File: config.mk
export PLATFORM = sky130hd
export DESIGN_NAME = uic_ctrl
export DESIGN_NICKNAME = d
export VERILOG_FILES = /design/src/design/uic_pkg.sv /design/src/design/uic_ctrl.sv
export SDC_FILE = /design/constraint.sdc
export NUM_CORES = 1
export LEC_CHECK = 0
export BUFFER_PORTS_ARGS = -buffer_cell sky130_fd_sc_hd__buf_2
export CAP_MARGIN = 40
export CORE_MARGIN = 3
export CORE_UTILIZATION = 25
export DETAILED_ROUTE_END_ITERATION = 8
export HOLD_SLACK_MARGIN = 0.02
export PLACE_DENSITY = 0.44
export SYNTH_ARGS = -nofsm -noshare
export SYNTH_HDL_FRONTEND = slang
export SYNTH_SLANG_ARGS = --single-unit
File: constraint.sdc
create_clock -name ref_clk_i -period 2.3 [get_ports ref_clk_i]
set_clock_uncertainty 0.15 [all_clocks]
set_input_delay 0.46 -clock ref_clk_i [delete_from_list [all_inputs] [get_ports ref_clk_i]]
set_output_delay 0.46 -clock ref_clk_i [all_outputs]
set_load 0.02 [all_outputs]
File: src/design/uic_pkg.sv
// Constants, source encodings and carriers for the UART interrupt and FIFO control block.
// Assumes a host register port with a 3-bit address, same-clock read and write strobes.
package uic_pkg;
   // Register addresses on the 3-bit host port
   localparam logic [2:0] ADDR_HOLD = 3'h0;
   localparam logic [2:0] ADDR_MASK = 3'h1;
   localparam logic [2:0] ADDR_SRC = 3'h2;
   localparam logic [2:0] ADDR_LINE = 3'h5;
   localparam logic [2:0] ADDR_MODEM = 3'h6;

   // Reset values
   localparam logic [7:0] MASK_RST = 8'h00;
   localparam logic [7:0] QCTL_RST = 8'h00;

   // Mask register bit positions
   localparam int MSK_RX = 0;
   localparam int MSK_TX = 1;
   localparam int MSK_LINE = 2;
   localparam int MSK_MODEM = 3;
   localparam int MSK_SLEEP = 4;
   localparam int MSK_XOFF = 5;
   localparam int MSK_RTS = 6;
   localparam int MSK_CTS = 7;
   localparam logic [7:0] MSK_ENH_FIELD = 8'hF0;

   // Queue control bit positions
   localparam int QC_EN = 0;
   localparam int QC_RXRST = 1;
   localparam int QC_TXRST = 2;
   localparam int QC_WAKE = 3;
   localparam int QC_TXTRIG_LO = 4;
   localparam int QC_RXTRIG_LO = 6;
   localparam logic [7:0] QC_ENH_FIELD = 8'h38;

   // Interrupt source codes, bits 5:0
   localparam logic [5:0] CODE_LINE = 6'h06;
   localparam logic [5:0] CODE_TMO = 6'h0C;
   localparam logic [5:0] CODE_RXR = 6'h04;
   localparam logic [5:0] CODE_TXR = 6'h02;
   localparam logic [5:0] CODE_MODEM = 6'h00;
   localparam logic [5:0] CODE_FLOW = 6'h10;
   localparam logic [5:0] CODE_PIN = 6'h20;
   localparam logic [5:0] CODE_NONE = 6'h01;

   // Receive timeout: character times plus extra bit times
   localparam logic [6:0] TMO_CHARS = 7'h04;
   localparam logic [6:0] TMO_EXTRA_BITS = 7'h0C;

   // Presented interrupt source, one-hot
   typedef enum logic [8:0] {
      SRC_NONE = 9'h001,
      SRC_LINE = 9'h002,
      SRC_TMO = 9'h004,
      SRC_RXR = 9'h008,
      SRC_TXR = 9'h010,
      SRC_MODEM = 9'h020,
      SRC_FLOW = 9'h040,
      SRC_PIN = 9'h080,
      SRC_WAKE = 9'h100
   } uic_src_e;

   // Receive path status from the receiver and RX FIFO
   typedef struct packed {
      logic push;
      logic overrun;
      logic err_on_push;
      logic [2:0] err_top;
      logic err_in_fifo;
      logic [6:0] count;
   } uic_rx_s;

   // Flow control and power events
   typedef struct packed {
      logic xon_det;
      logic xoff_det;
      logic special_det;
      logic wake;
   } uic_evt_s;
endpackage

File: src/design/uic_ctrl.sv
// Interrupt masking, prioritised source reporting and queue control of a UART with 64-byte FIFOs.
// Assumes all strobes and status inputs come from logic on ref_clk_i; only cts_n_i is a pin.
//
// Overview of operation
// - FIFO mode: receive-ready interrupt while RX fill is at or above trigger.
// - Data-ready status set when a character enters; cleared when RX empties.
// - Line status reports overrun, top-byte errors, transmit empties, errored character present.
// - Receive interrupt: holding full in non-FIFO mode, trigger reached in FIFO mode.
// - Transmit interrupt on holding empty or below trigger; immediate if enabled while empty.
// - Overrun interrupts at once; other errors at holding or entry by mode bit.
// - Mask bits 7:4 act only with enhanced enable; all mask bits reset zero.
// - Interrupt on low-to-high of handshake input or output during auto flow control.
// - Source register presents one pending source, held until that one is serviced.
// - Timeout after four characters plus 12 bits; transmit from trigger or empty.
// - Wakeup interrupt on leaving sleep if enabled; flow character interrupt on detection.
// - Line status, holding, modem status reads clear their interrupts; receive clears below trigger.
// - Transmit clears on source read or holding write; flow and wake on source read.
// - Source bits 5:0 encode the seven priorities; 000001 means none or wakeup.
// - Source bit 0 low while a source other than wakeup is presented, high when none or wakeup, high after reset.
// - Source bits 5:4 only with enhanced enable; bits 7:6 show FIFO enable.
// - Queue control bit 0 enables FIFOs; other bits taken only with bit 0 set.
// - RX/TX reset bits clear FIFO pointers and levels, then self-clear.
// - Transmit trigger select bits 5:4 need enhanced enable; interrupt below trigger or empty.
// - Bits 7:6 select receive trigger; bit 3 enables wakeup with enhanced enable.
// - One trigger table serves both directions; the latest selection applies.
// - Enhanced mask, source and queue control bits writable only with enhanced enable.
`timescale 1ns/10ps
module uic_ctrl (
   input wire logic ref_clk_i,
   input wire logic srst_i,
   input wire logic [2:0] addr_i,
   input wire logic rd_stb_i,
   input wire logic wr_stb_i,
   input wire logic [7:0] wdata_i,
   input wire logic divisor_sel_i,
   input wire logic enh_bank_i,
   input wire logic enh_en_i,
   input wire logic auto_rts_en_i,
   input wire logic auto_cts_en_i,
   input wire logic err_at_entry_i,
   input wire uic_pkg::uic_rx_s rx_i,
   input wire logic [6:0] tx_count_i,
   input wire logic tx_shifter_empty_i,
   input wire logic [6:0] rx_trig_i,
   input wire logic [6:0] tx_trig_i,
   input wire logic bit_tick_i,
   input wire logic [3:0] char_bits_i,
   input wire logic [3:0] modem_delta_i,
   input wire logic [7:0] modem_status_i,
   input wire uic_pkg::uic_evt_s evt_i,
   input wire logic cts_n_i,
   input wire logic rts_n_i,
   output logic [7:0] rdata_o,
   output logic irq_o,
   output logic fifo_en_o,
   output logic rx_fifo_rst_o,
   output logic tx_fifo_rst_o,
   output logic [1:0] rx_trig_sel_o,
   output logic [1:0] tx_trig_sel_o,
   output logic sleep_en_o,
   output logic rx_pop_o,
   output logic tx_push_o
);
   logic [7:0] mask_ff;
   logic [7:0] qctl_ff;
   logic overrun_ff;
   logic line_ff;
   logic tmo_ff;
   logic txr_ff;
   logic flow_ff;
   logic spec_ff;
   logic pin_ff;
   logic wake_ff;
   logic [6:0] tmo_cnt_ff;
   logic [6:0] tx_prev_ff;
   logic tx_over_ff;
   logic [2:0] err_top_prev_ff;
   logic cts_meta_ff;
   logic cts_sync_ff;
   logic cts_prev_ff;
   logic rts_prev_ff;
   uic_pkg::uic_src_e src_ff;
   uic_pkg::uic_src_e nxt_src;
   logic [5:0] code;
   logic [7:0] nxt_rdata;
   logic [7:0] mask_eff;
   logic hold_rd;
   logic hold_wr;
   logic mask_wr;
   logic src_rd;
   logic qctl_wr;
   logic line_rd;
   logic modem_rd;
   logic fifo_on;
   logic rx_ready;
   logic [6:0] tmo_limit;
   logic tx_set;
   logic line_set;
   logic p_line, p_tmo, p_rxr, p_txr, p_modem, p_flow, p_pin, p_wake;
   logic still;

   assign hold_rd = rd_stb_i && addr_i == uic_pkg::ADDR_HOLD && !divisor_sel_i;
   assign hold_wr = wr_stb_i && addr_i == uic_pkg::ADDR_HOLD && !divisor_sel_i;
   assign mask_wr = wr_stb_i && addr_i == uic_pkg::ADDR_MASK && !divisor_sel_i;
   assign src_rd = rd_stb_i && addr_i == uic_pkg::ADDR_SRC && !enh_bank_i;
   assign qctl_wr = wr_stb_i && addr_i == uic_pkg::ADDR_SRC && !enh_bank_i;
   assign line_rd = rd_stb_i && addr_i == uic_pkg::ADDR_LINE;
   assign modem_rd = rd_stb_i && addr_i == uic_pkg::ADDR_MODEM;
   assign fifo_on = qctl_ff[uic_pkg::QC_EN];
   // Upper mask bits count only while enhanced enable is set
   assign mask_eff = enh_en_i ? mask_ff : (mask_ff & ~uic_pkg::MSK_ENH_FIELD);

   always_ff @(posedge ref_clk_i) begin
      if (srst_i) begin
         mask_ff <= uic_pkg::MASK_RST;
      end else if (mask_wr) begin
         mask_ff <= enh_en_i ? wdata_i
                             : {mask_ff[7:4], wdata_i[3:0]};
      end
   end

   // Queue control: bit 0 always taken, the rest only alongside bit 0
   always_ff @(posedge ref_clk_i) begin
      if (srst_i) begin
         qctl_ff <= uic_pkg::QCTL_RST;
      end else if (qctl_wr) begin
         if (!wdata_i[uic_pkg::QC_EN]) begin
            qctl_ff[uic_pkg::QC_EN] <= 1'b0;
         end else begin
            qctl_ff[uic_pkg::QC_EN] <= 1'b1;
            qctl_ff[7:6] <= wdata_i[7:6];
            if (enh_en_i) begin
               qctl_ff[5:3] <= wdata_i[5:3];
            end
         end
      end
   end

   // Reset requests are one-cycle pulses; the stored copy never holds them
   always_ff @(posedge ref_clk_i) begin
      if (srst_i) begin
         rx_fifo_rst_o <= 1'b0;
         tx_fifo_rst_o <= 1'b0;
      end else begin
         rx_fifo_rst_o <= qctl_wr && wdata_i[uic_pkg::QC_EN] && wdata_i[uic_pkg::QC_RXRST];
         tx_fifo_rst_o <= qctl_wr && wdata_i[uic_pkg::QC_EN] && wdata_i[uic_pkg::QC_TXRST];
      end
   end

   always_ff @(posedge ref_clk_i) begin
      if (srst_i) begin
         fifo_en_o <= 1'b0;
         rx_trig_sel_o <= 2'h0;
         tx_trig_sel_o <= 2'h0;
         sleep_en_o <= 1'b0;
         rx_pop_o <= 1'b0;
         tx_push_o <= 1'b0;
      end else begin
         fifo_en_o <= fifo_on;
         rx_trig_sel_o <= qctl_ff[7:6];
         tx_trig_sel_o <= qctl_ff[5:4];
         sleep_en_o <= mask_eff[uic_pkg::MSK_SLEEP];
         rx_pop_o <= hold_rd;
         tx_push_o <= hold_wr;
      end
   end

   // Handshake pin: two flops before any edge logic
   always_ff @(posedge ref_clk_i) begin
      if (srst_i) begin
         cts_meta_ff <= 1'b0;
         cts_sync_ff <= 1'b0;
         cts_prev_ff <= 1'b0;
         rts_prev_ff <= 1'b0;
      end else begin
         cts_meta_ff <= cts_n_i;
         cts_sync_ff <= cts_meta_ff;
         cts_prev_ff <= cts_sync_ff;
         rts_prev_ff <= rts_n_i;
      end
   end

   // Receive ready follows the fill level, so draining clears it with no flag
   assign rx_ready = fifo_on ? (rx_i.count >= rx_trig_i) : (rx_i.count != 7'h00);

   // Line status: overrun at once, errors at holding or at entry
   assign line_set = rx_i.overrun
                  || (err_at_entry_i ? rx_i.err_on_push
                                     : (|(rx_i.err_top & ~err_top_prev_ff)));

   always_ff @(posedge ref_clk_i) begin
      if (srst_i) begin
         overrun_ff <= 1'b0;
         line_ff <= 1'b0;
         err_top_prev_ff <= 3'h0;
      end else begin
         err_top_prev_ff <= rx_i.err_top;
         // A new event in the clearing read cycle survives
         if (rx_i.overrun) begin
            overrun_ff <= 1'b1;
         end else if (line_rd) begin
            overrun_ff <= 1'b0;
         end
         if (line_set) begin
            line_ff <= 1'b1;
         end else if (line_rd) begin
            line_ff <= 1'b0;
         end
      end
   end

   // Timeout: restarted by any receive activity, counted in bit times
   assign tmo_limit = 7'(uic_pkg::TMO_CHARS * {3'h0, char_bits_i}) + uic_pkg::TMO_EXTRA_BITS;

   always_ff @(posedge ref_clk_i) begin
      if (srst_i) begin
         tmo_cnt_ff <= 7'h00;
         tmo_ff <= 1'b0;
      end else begin
         if (rx_i.push || hold_rd || rx_i.count == 7'h00 || !fifo_on) begin
            tmo_cnt_ff <= 7'h00;
         end else if (bit_tick_i && tmo_cnt_ff != tmo_limit) begin
            tmo_cnt_ff <= tmo_cnt_ff + 7'h01;
         end
         if (fifo_on && bit_tick_i && tmo_cnt_ff == tmo_limit - 7'h01 && !rx_i.push) begin
            tmo_ff <= 1'b1;
         end else if (hold_rd) begin
            tmo_ff <= 1'b0;
         end
      end
   end

   // Transmit ready: falling below trigger, or draining empty after a shallow reload
   assign tx_set = fifo_on
                 ? ((tx_prev_ff >= tx_trig_i && tx_count_i < tx_trig_i)
                    || (tx_prev_ff != 7'h00 && tx_count_i == 7'h00 && !tx_over_ff))
                 : (tx_prev_ff != 7'h00 && tx_count_i == 7'h00);

   always_ff @(posedge ref_clk_i) begin
      if (srst_i) begin
         tx_prev_ff <= 7'h00;
         tx_over_ff <= 1'b0;
         txr_ff <= 1'b0;
      end else begin
         tx_prev_ff <= tx_count_i;
         if (tx_count_i > tx_trig_i) begin
            tx_over_ff <= 1'b1;
         end else if (tx_count_i == 7'h00) begin
            tx_over_ff <= 1'b0;
         end
         if ((tx_set && mask_ff[uic_pkg::MSK_TX])
             || (mask_wr && wdata_i[uic_pkg::MSK_TX] && !mask_ff[uic_pkg::MSK_TX]
                 && tx_count_i == 7'h00)) begin
            txr_ff <= 1'b1;
         end else if (hold_wr || (src_rd && src_ff == uic_pkg::SRC_TXR)) begin
            txr_ff <= 1'b0;
         end
      end
   end

   // Flow character, special character, pin change and wakeup flags
   always_ff @(posedge ref_clk_i) begin
      if (srst_i) begin
         flow_ff <= 1'b0;
         spec_ff <= 1'b0;
         pin_ff <= 1'b0;
         wake_ff <= 1'b0;
      end else begin
         if (evt_i.xon_det || evt_i.xoff_det) begin
            flow_ff <= 1'b1;
         end else if (src_rd && src_ff == uic_pkg::SRC_FLOW) begin
            flow_ff <= 1'b0;
         end
         if (evt_i.special_det) begin
            spec_ff <= 1'b1;
         end else if ((src_rd && src_ff == uic_pkg::SRC_FLOW) || rx_i.push) begin
            spec_ff <= 1'b0;
         end
         if ((auto_cts_en_i && mask_eff[uic_pkg::MSK_CTS] && cts_sync_ff && !cts_prev_ff)
             || (auto_rts_en_i && mask_eff[uic_pkg::MSK_RTS] && rts_n_i && !rts_prev_ff)) begin
            pin_ff <= 1'b1;
         end else if (modem_rd) begin
            pin_ff <= 1'b0;
         end
         if (evt_i.wake && enh_en_i && qctl_ff[uic_pkg::QC_WAKE]) begin
            wake_ff <= 1'b1;
         end else if (src_rd && src_ff == uic_pkg::SRC_WAKE) begin
            wake_ff <= 1'b0;
         end
      end
   end

   // Enabled pending conditions
   assign p_line = mask_eff[uic_pkg::MSK_LINE] && line_ff;
   assign p_tmo = mask_eff[uic_pkg::MSK_RX] && tmo_ff;
   assign p_rxr = mask_eff[uic_pkg::MSK_RX] && rx_ready;
   assign p_txr = mask_eff[uic_pkg::MSK_TX] && txr_ff;
   assign p_modem = mask_eff[uic_pkg::MSK_MODEM] && (|modem_delta_i);
   assign p_flow = enh_en_i && mask_eff[uic_pkg::MSK_XOFF] && (flow_ff || spec_ff);
   assign p_pin = enh_en_i && pin_ff;
   assign p_wake = wake_ff;

   // The presented source stays until its own condition is gone
   always_comb begin
      case (src_ff)
         uic_pkg::SRC_LINE: still = p_line;
         uic_pkg::SRC_TMO: still = p_tmo;
         uic_pkg::SRC_RXR: still = p_rxr;
         uic_pkg::SRC_TXR: still = p_txr;
         uic_pkg::SRC_MODEM: still = p_modem;
         uic_pkg::SRC_FLOW: still = p_flow;
         uic_pkg::SRC_PIN: still = p_pin;
         uic_pkg::SRC_WAKE: still = p_wake;
         default: still = 1'b0;
      endcase
      if (still) begin
         nxt_src = src_ff;
      end else if (p_line) begin
         nxt_src = uic_pkg::SRC_LINE;
      end else if (p_tmo) begin
         nxt_src = uic_pkg::SRC_TMO;
      end else if (p_rxr) begin
         nxt_src = uic_pkg::SRC_RXR;
      end else if (p_txr) begin
         nxt_src = uic_pkg::SRC_TXR;
      end else if (p_modem) begin
         nxt_src = uic_pkg::SRC_MODEM;
      end else if (p_flow) begin
         nxt_src = uic_pkg::SRC_FLOW;
      end else if (p_pin) begin
         nxt_src = uic_pkg::SRC_PIN;
      end else if (p_wake) begin
         nxt_src = uic_pkg::SRC_WAKE;
      end else begin
         nxt_src = uic_pkg::SRC_NONE;
      end
   end

   always_ff @(posedge ref_clk_i) begin
      if (srst_i) begin
         src_ff <= uic_pkg::SRC_NONE;
      end else begin
         src_ff <= nxt_src;
      end
   end

   always_comb begin
      case (src_ff)
         uic_pkg::SRC_LINE: code = uic_pkg::CODE_LINE;
         uic_pkg::SRC_TMO: code = uic_pkg::CODE_TMO;
         uic_pkg::SRC_RXR: code = uic_pkg::CODE_RXR;
         uic_pkg::SRC_TXR: code = uic_pkg::CODE_TXR;
         uic_pkg::SRC_MODEM: code = uic_pkg::CODE_MODEM;
         uic_pkg::SRC_FLOW: code = uic_pkg::CODE_FLOW;
         uic_pkg::SRC_PIN: code = uic_pkg::CODE_PIN;
         default: code = uic_pkg::CODE_NONE;
      endcase
   end

   // Read data is registered; unmapped addresses read zero
   always_comb begin
      nxt_rdata = 8'h00;
      if (rd_stb_i) begin
         case (addr_i)
            uic_pkg::ADDR_MASK: nxt_rdata = divisor_sel_i ? 8'h00 : mask_ff;
            uic_pkg::ADDR_SRC: nxt_rdata = enh_bank_i ? 8'h00 : {fifo_on, fifo_on, code};
            uic_pkg::ADDR_LINE: nxt_rdata = {rx_i.err_in_fifo,
                                             tx_count_i == 7'h00 && tx_shifter_empty_i,
                                             tx_count_i == 7'h00,
                                             rx_i.err_top,
                                             overrun_ff,
                                             rx_i.count != 7'h00};
            uic_pkg::ADDR_MODEM: nxt_rdata = modem_status_i;
            default: nxt_rdata = 8'h00;
         endcase
      end
   end

   always_ff @(posedge ref_clk_i) begin
      if (srst_i) begin
         rdata_o <= 8'h00;
         irq_o <= 1'b0;
      end else begin
         rdata_o <= nxt_rdata;
         irq_o <= p_line || p_tmo || p_rxr || p_txr || p_modem || p_flow || p_pin || p_wake;
      end
   end
endmodule

==> impl_metrics.py <==
metrics = {
    "cts": {
        "cts_setup_buffers": 0,
        "cts_made_buffers": 9,
        "cts-root-buf": "clkbuf_16",
        "hold_buffers": 0,
        "cts_tree": "yes",
        "clkTransAtPathRegs_ns": 0.06,
        "ctsLongestPathBuffers": 2,
        "clock_latency_ns": 0.34,
        "cts_sinks": 72,
        "h-tree-depth": 3,
    },
    "timing": {
        "slew_headroom_pct": 67.0,
        "max_freq_ghz": 0.457,
        "slew_violations": 0,
        "rsz0062_at_grt": "no",
        "layout_min_cycle_time_ns": 2.19,
        "worst_slack_ns": 0.111,
        "finalSetupViolations": 0,
        "tightestPinTransition_ns": 0.494,
        "hold_violations": 0,
        "min_period_over_period_pct": 95.2,
    },
    "finish": {
        "drive_gt1_share_pct": 27.9,
        "final_nets": 660,
        "instances_no_fill": 740,
        "syn_to_final_growth_pct": 33.0,
        "n_antenna_cell": 0,
        "final_util_pct": 34.9,
    },
    "outcome": {
        "outcome": "complete, no violations",
    },
    "detailed_routing": {
        "finalWirelength_um": 11500,
        "drtIter0Drc": 189,
        "avgRoutedWirePerCell_um": 15.5,
        "num_vias": 3572,
        "vias_per_cell": 4.83,
        "dr.pass1.iters": 5,
        "drc": 0,
        "ant_nets": 0,
    },
    "grt": {
        "antenna_found_initial": 1,
        "grt_start_max_net_pins": 37,
        "track_usage_pct": 14.4,
        "grt_pass1_vias": 3642,
        "overflow": 0,
        "grt_pass1_wl_um": 18400,
    },
    "placed_design": {
        "hpwl_um": 9180,
        "port-buffer-count": 98,
        "place_ws_ns": -0.197,
        "gp_congestion": 0.790,
        "dp_cells": 724,
    },
    "worst_setup_path": {
        "cp.required_ns": 2.38,
        "critPathTopFamily": "simple AND/OR/NAND/NOR gates",
        "critPathLaunchType": "register",
        "worstPathMaxFanout": 9,
        "cp-end-kind": "register",
        "arrival_ns": 2.26,
        "crit_type": "reg2reg",
        "timing.critical_path.buf_inv": 0,
        "crit_top_cell": "a31oi_1",
        "cpPeakStageDelay_ns": 0.55,
        "path_cells": "or4_4 -> and4bb_2 -> a31oi_1 -> and4_2 -> a31oi_1 -> nor3_1",
        "cp_slowest_cell": "or4_4",
    },
    "logic_synthesis": {
        "synth-edff-count": 0,
        "yosysSeqAreaShare_pct": 38.7,
        "ys_ff_latch": 72,
        "synth_cells": 432,
        "synth_area_um2": 3730,
        "synthesis.nets": 537,
        "synth_ff_type": "dfxtp_1",
        "synth.avg_cell_area_um2": 8.63,
        "synth_cell_types": 54,
        "yosys_warnings": 0,
        "synthArstFlopShare_pct": 0,
    },
    "floorplan": {
        "io_pins": 99,
        "dieArea_um2": 16400,
        "fp-row-count": 43,
        "die_x_um": 128,
        "start_util_pct": 26.2,
        "core_um2": 14200,
        "fp.dieH_um": 128,
    },
    "power": {
        "ir_drop_mv": 0.329,
        "p_leak_nw": 2.20,
        "powerDensity_nw_per_um2": 650,
    },
    "hold_path": {
        "worstHoldPathType": "in2reg",
    },
    "flow_run": {
        "cap_violations": 0,
    },
}
[cell usage in the layout (no fill, tap or decap), types with 4 or more instances in the layout]
cell type	synthesis	routed
a21oi_1	27	27
nand4_1	8	8
inv_1	31	31
a22oi_1	4	4
dfxtp_1	72	72
buf_2	0	98
mux2i_1	7	7
nor3_1	11	10
nand2_1	32	32
o21ai_0	16	16
nor2b_1	24	24
clkbuf_16	0	9
a222oi_1	8	8
a211oi_1	5	5
ha_1	25	25
xnor2_1	7	7
nor3b_1	4	4
nor4_1	5	5
buf_4	0	30
a31oi_1	5	5
xor2_1	7	7
and2_1	5	5
nor2_1	33	33
nand2b_1	4	4
nand3_1	22	22
[tightest hold or removal path, stage by stage]
cell and delay (ns):
buf_2 0.07, a211oi_1 0.04, nor2_1 0.07
[final cells by class]
type | instances | area, µm²
Clock inverter | 5 | 105
Inverter | 31 | 116
Fill cell | 1555 | 9250
Timing Repair Buffer | 128 | 716
Multi-Input combinational cell | 313 | 2120
Clock buffer | 11 | 233
Sequential cell | 72 | 1440
Tap cell | 180 | 225
[repair_timing]
item | 4_1_cts | 5_1_grt
endpoints found under the setup margin | 0 | 1
resized for setup | 0 | 2
endpoints found under the hold margin | 0 | 0
[kinds of logic after synthesis]
kind of cell / count (synthesis) / synth area share [%]
adders and majority gates: 25 / 8.39
xor gates and xnor gates: 14 / 3.29
AOI/OAI and AO/OA: 89 / 16.4
and+or+nand+nor: 178 / 26.4
DFF: 72 / 38.7
muxes: 7 / 1.88
buffers and inverters: 47 / 4.93
[state kept, by name, indices dropped and copies added (netlist names), 2 cells and up]
| signal | flops |
|---|---|
| tx_trig_sel_o | 2 |
| src_ff | 9 |
| rdata_o | 8 |
| err_top_prev_ff | 3 |
| mask_ff | 8 |
| rx_trig_sel_o | 2 |
| tmo_cnt_ff | 7 |
| qctl_ff | 6 |
| tx_prev_ff | 7 |
[cells in the mapped netlist (4+ instances only)]
master     n  share of area (%)
and2_1     5               0.84
nand2_1   32                3.2
a31oi_1    5               0.84
dfxtp_1   72                 39
a222oi_1   8                2.1
o21ai_0   16                2.1
a22oi_1    4               0.81
inv_1     31                3.1
xor2_1     7                1.6
nor2_1    33                3.3
nor2b_1   24                4.0
nor4_1     5               0.84
ha_1      25                8.4
xnor2_1    7                1.6
mux2i_1    7                1.9
nand3_1   22                3.0
nor3_1    11                1.5
clkbuf_1  14                1.4
a21oi_1   27                3.6
nor4b_1    5                1.2
a211oi_1   5                1.0
nand4_1    8                1.3
nor3b_1    4               0.81
nand2b_1   4               0.67
[final timing paths]
path,startpoint,endpoint,slack [ns],cells past startpoint
worst min-delay path,evt_i[2],flow_ff,0.18,3
worst max-delay path,src_ff[0],src_ff[2],0.11,6
worst max register to register,src_ff[0],src_ff[2],0.11,6
worst min register to register,cts_meta_ff,cts_sync_ff,0.28,1
[power breakdown]
group	internal, mW	switching [mW]	leakage [nW]
Combinational	0.157	0.172	1.46
Sequential	1.27	0.0135	0.586
Clock	1.06	0.546	0.156
Total	2.49	0.731	2.20
[routing by layer]
metal  track usage [%]  share of wire (%)  vias to the layer above
met5                 0              0.087                        -
li1                  -                  -                     1805
met1              18.1                 45                     1674
met4              6.18                2.0                        2
met3              3.88                4.8                       14
met2              23.3                 48                       77
[stage by stage]
step | hold slack [ns] | instance area [µm²] | TNS, ns | total power [mW]
2_1_floorplan | 0.264 | 3730 | 0 | 1.47
3_3_place_gp | 0.275 | 4610 | -1.25 | 1.64
3_5_place_dp | 0.277 | 4610 | -1.54 | 1.64
4_1_cts | 0.171 | 4950 | 0 | 3.26
5_1_grt | 0.204 | 4960 | 0 | 3.37
6_report | 0.184 | 4960 | 0 | 3.22
No activity file was read; power rests on OpenSTA's default activity.
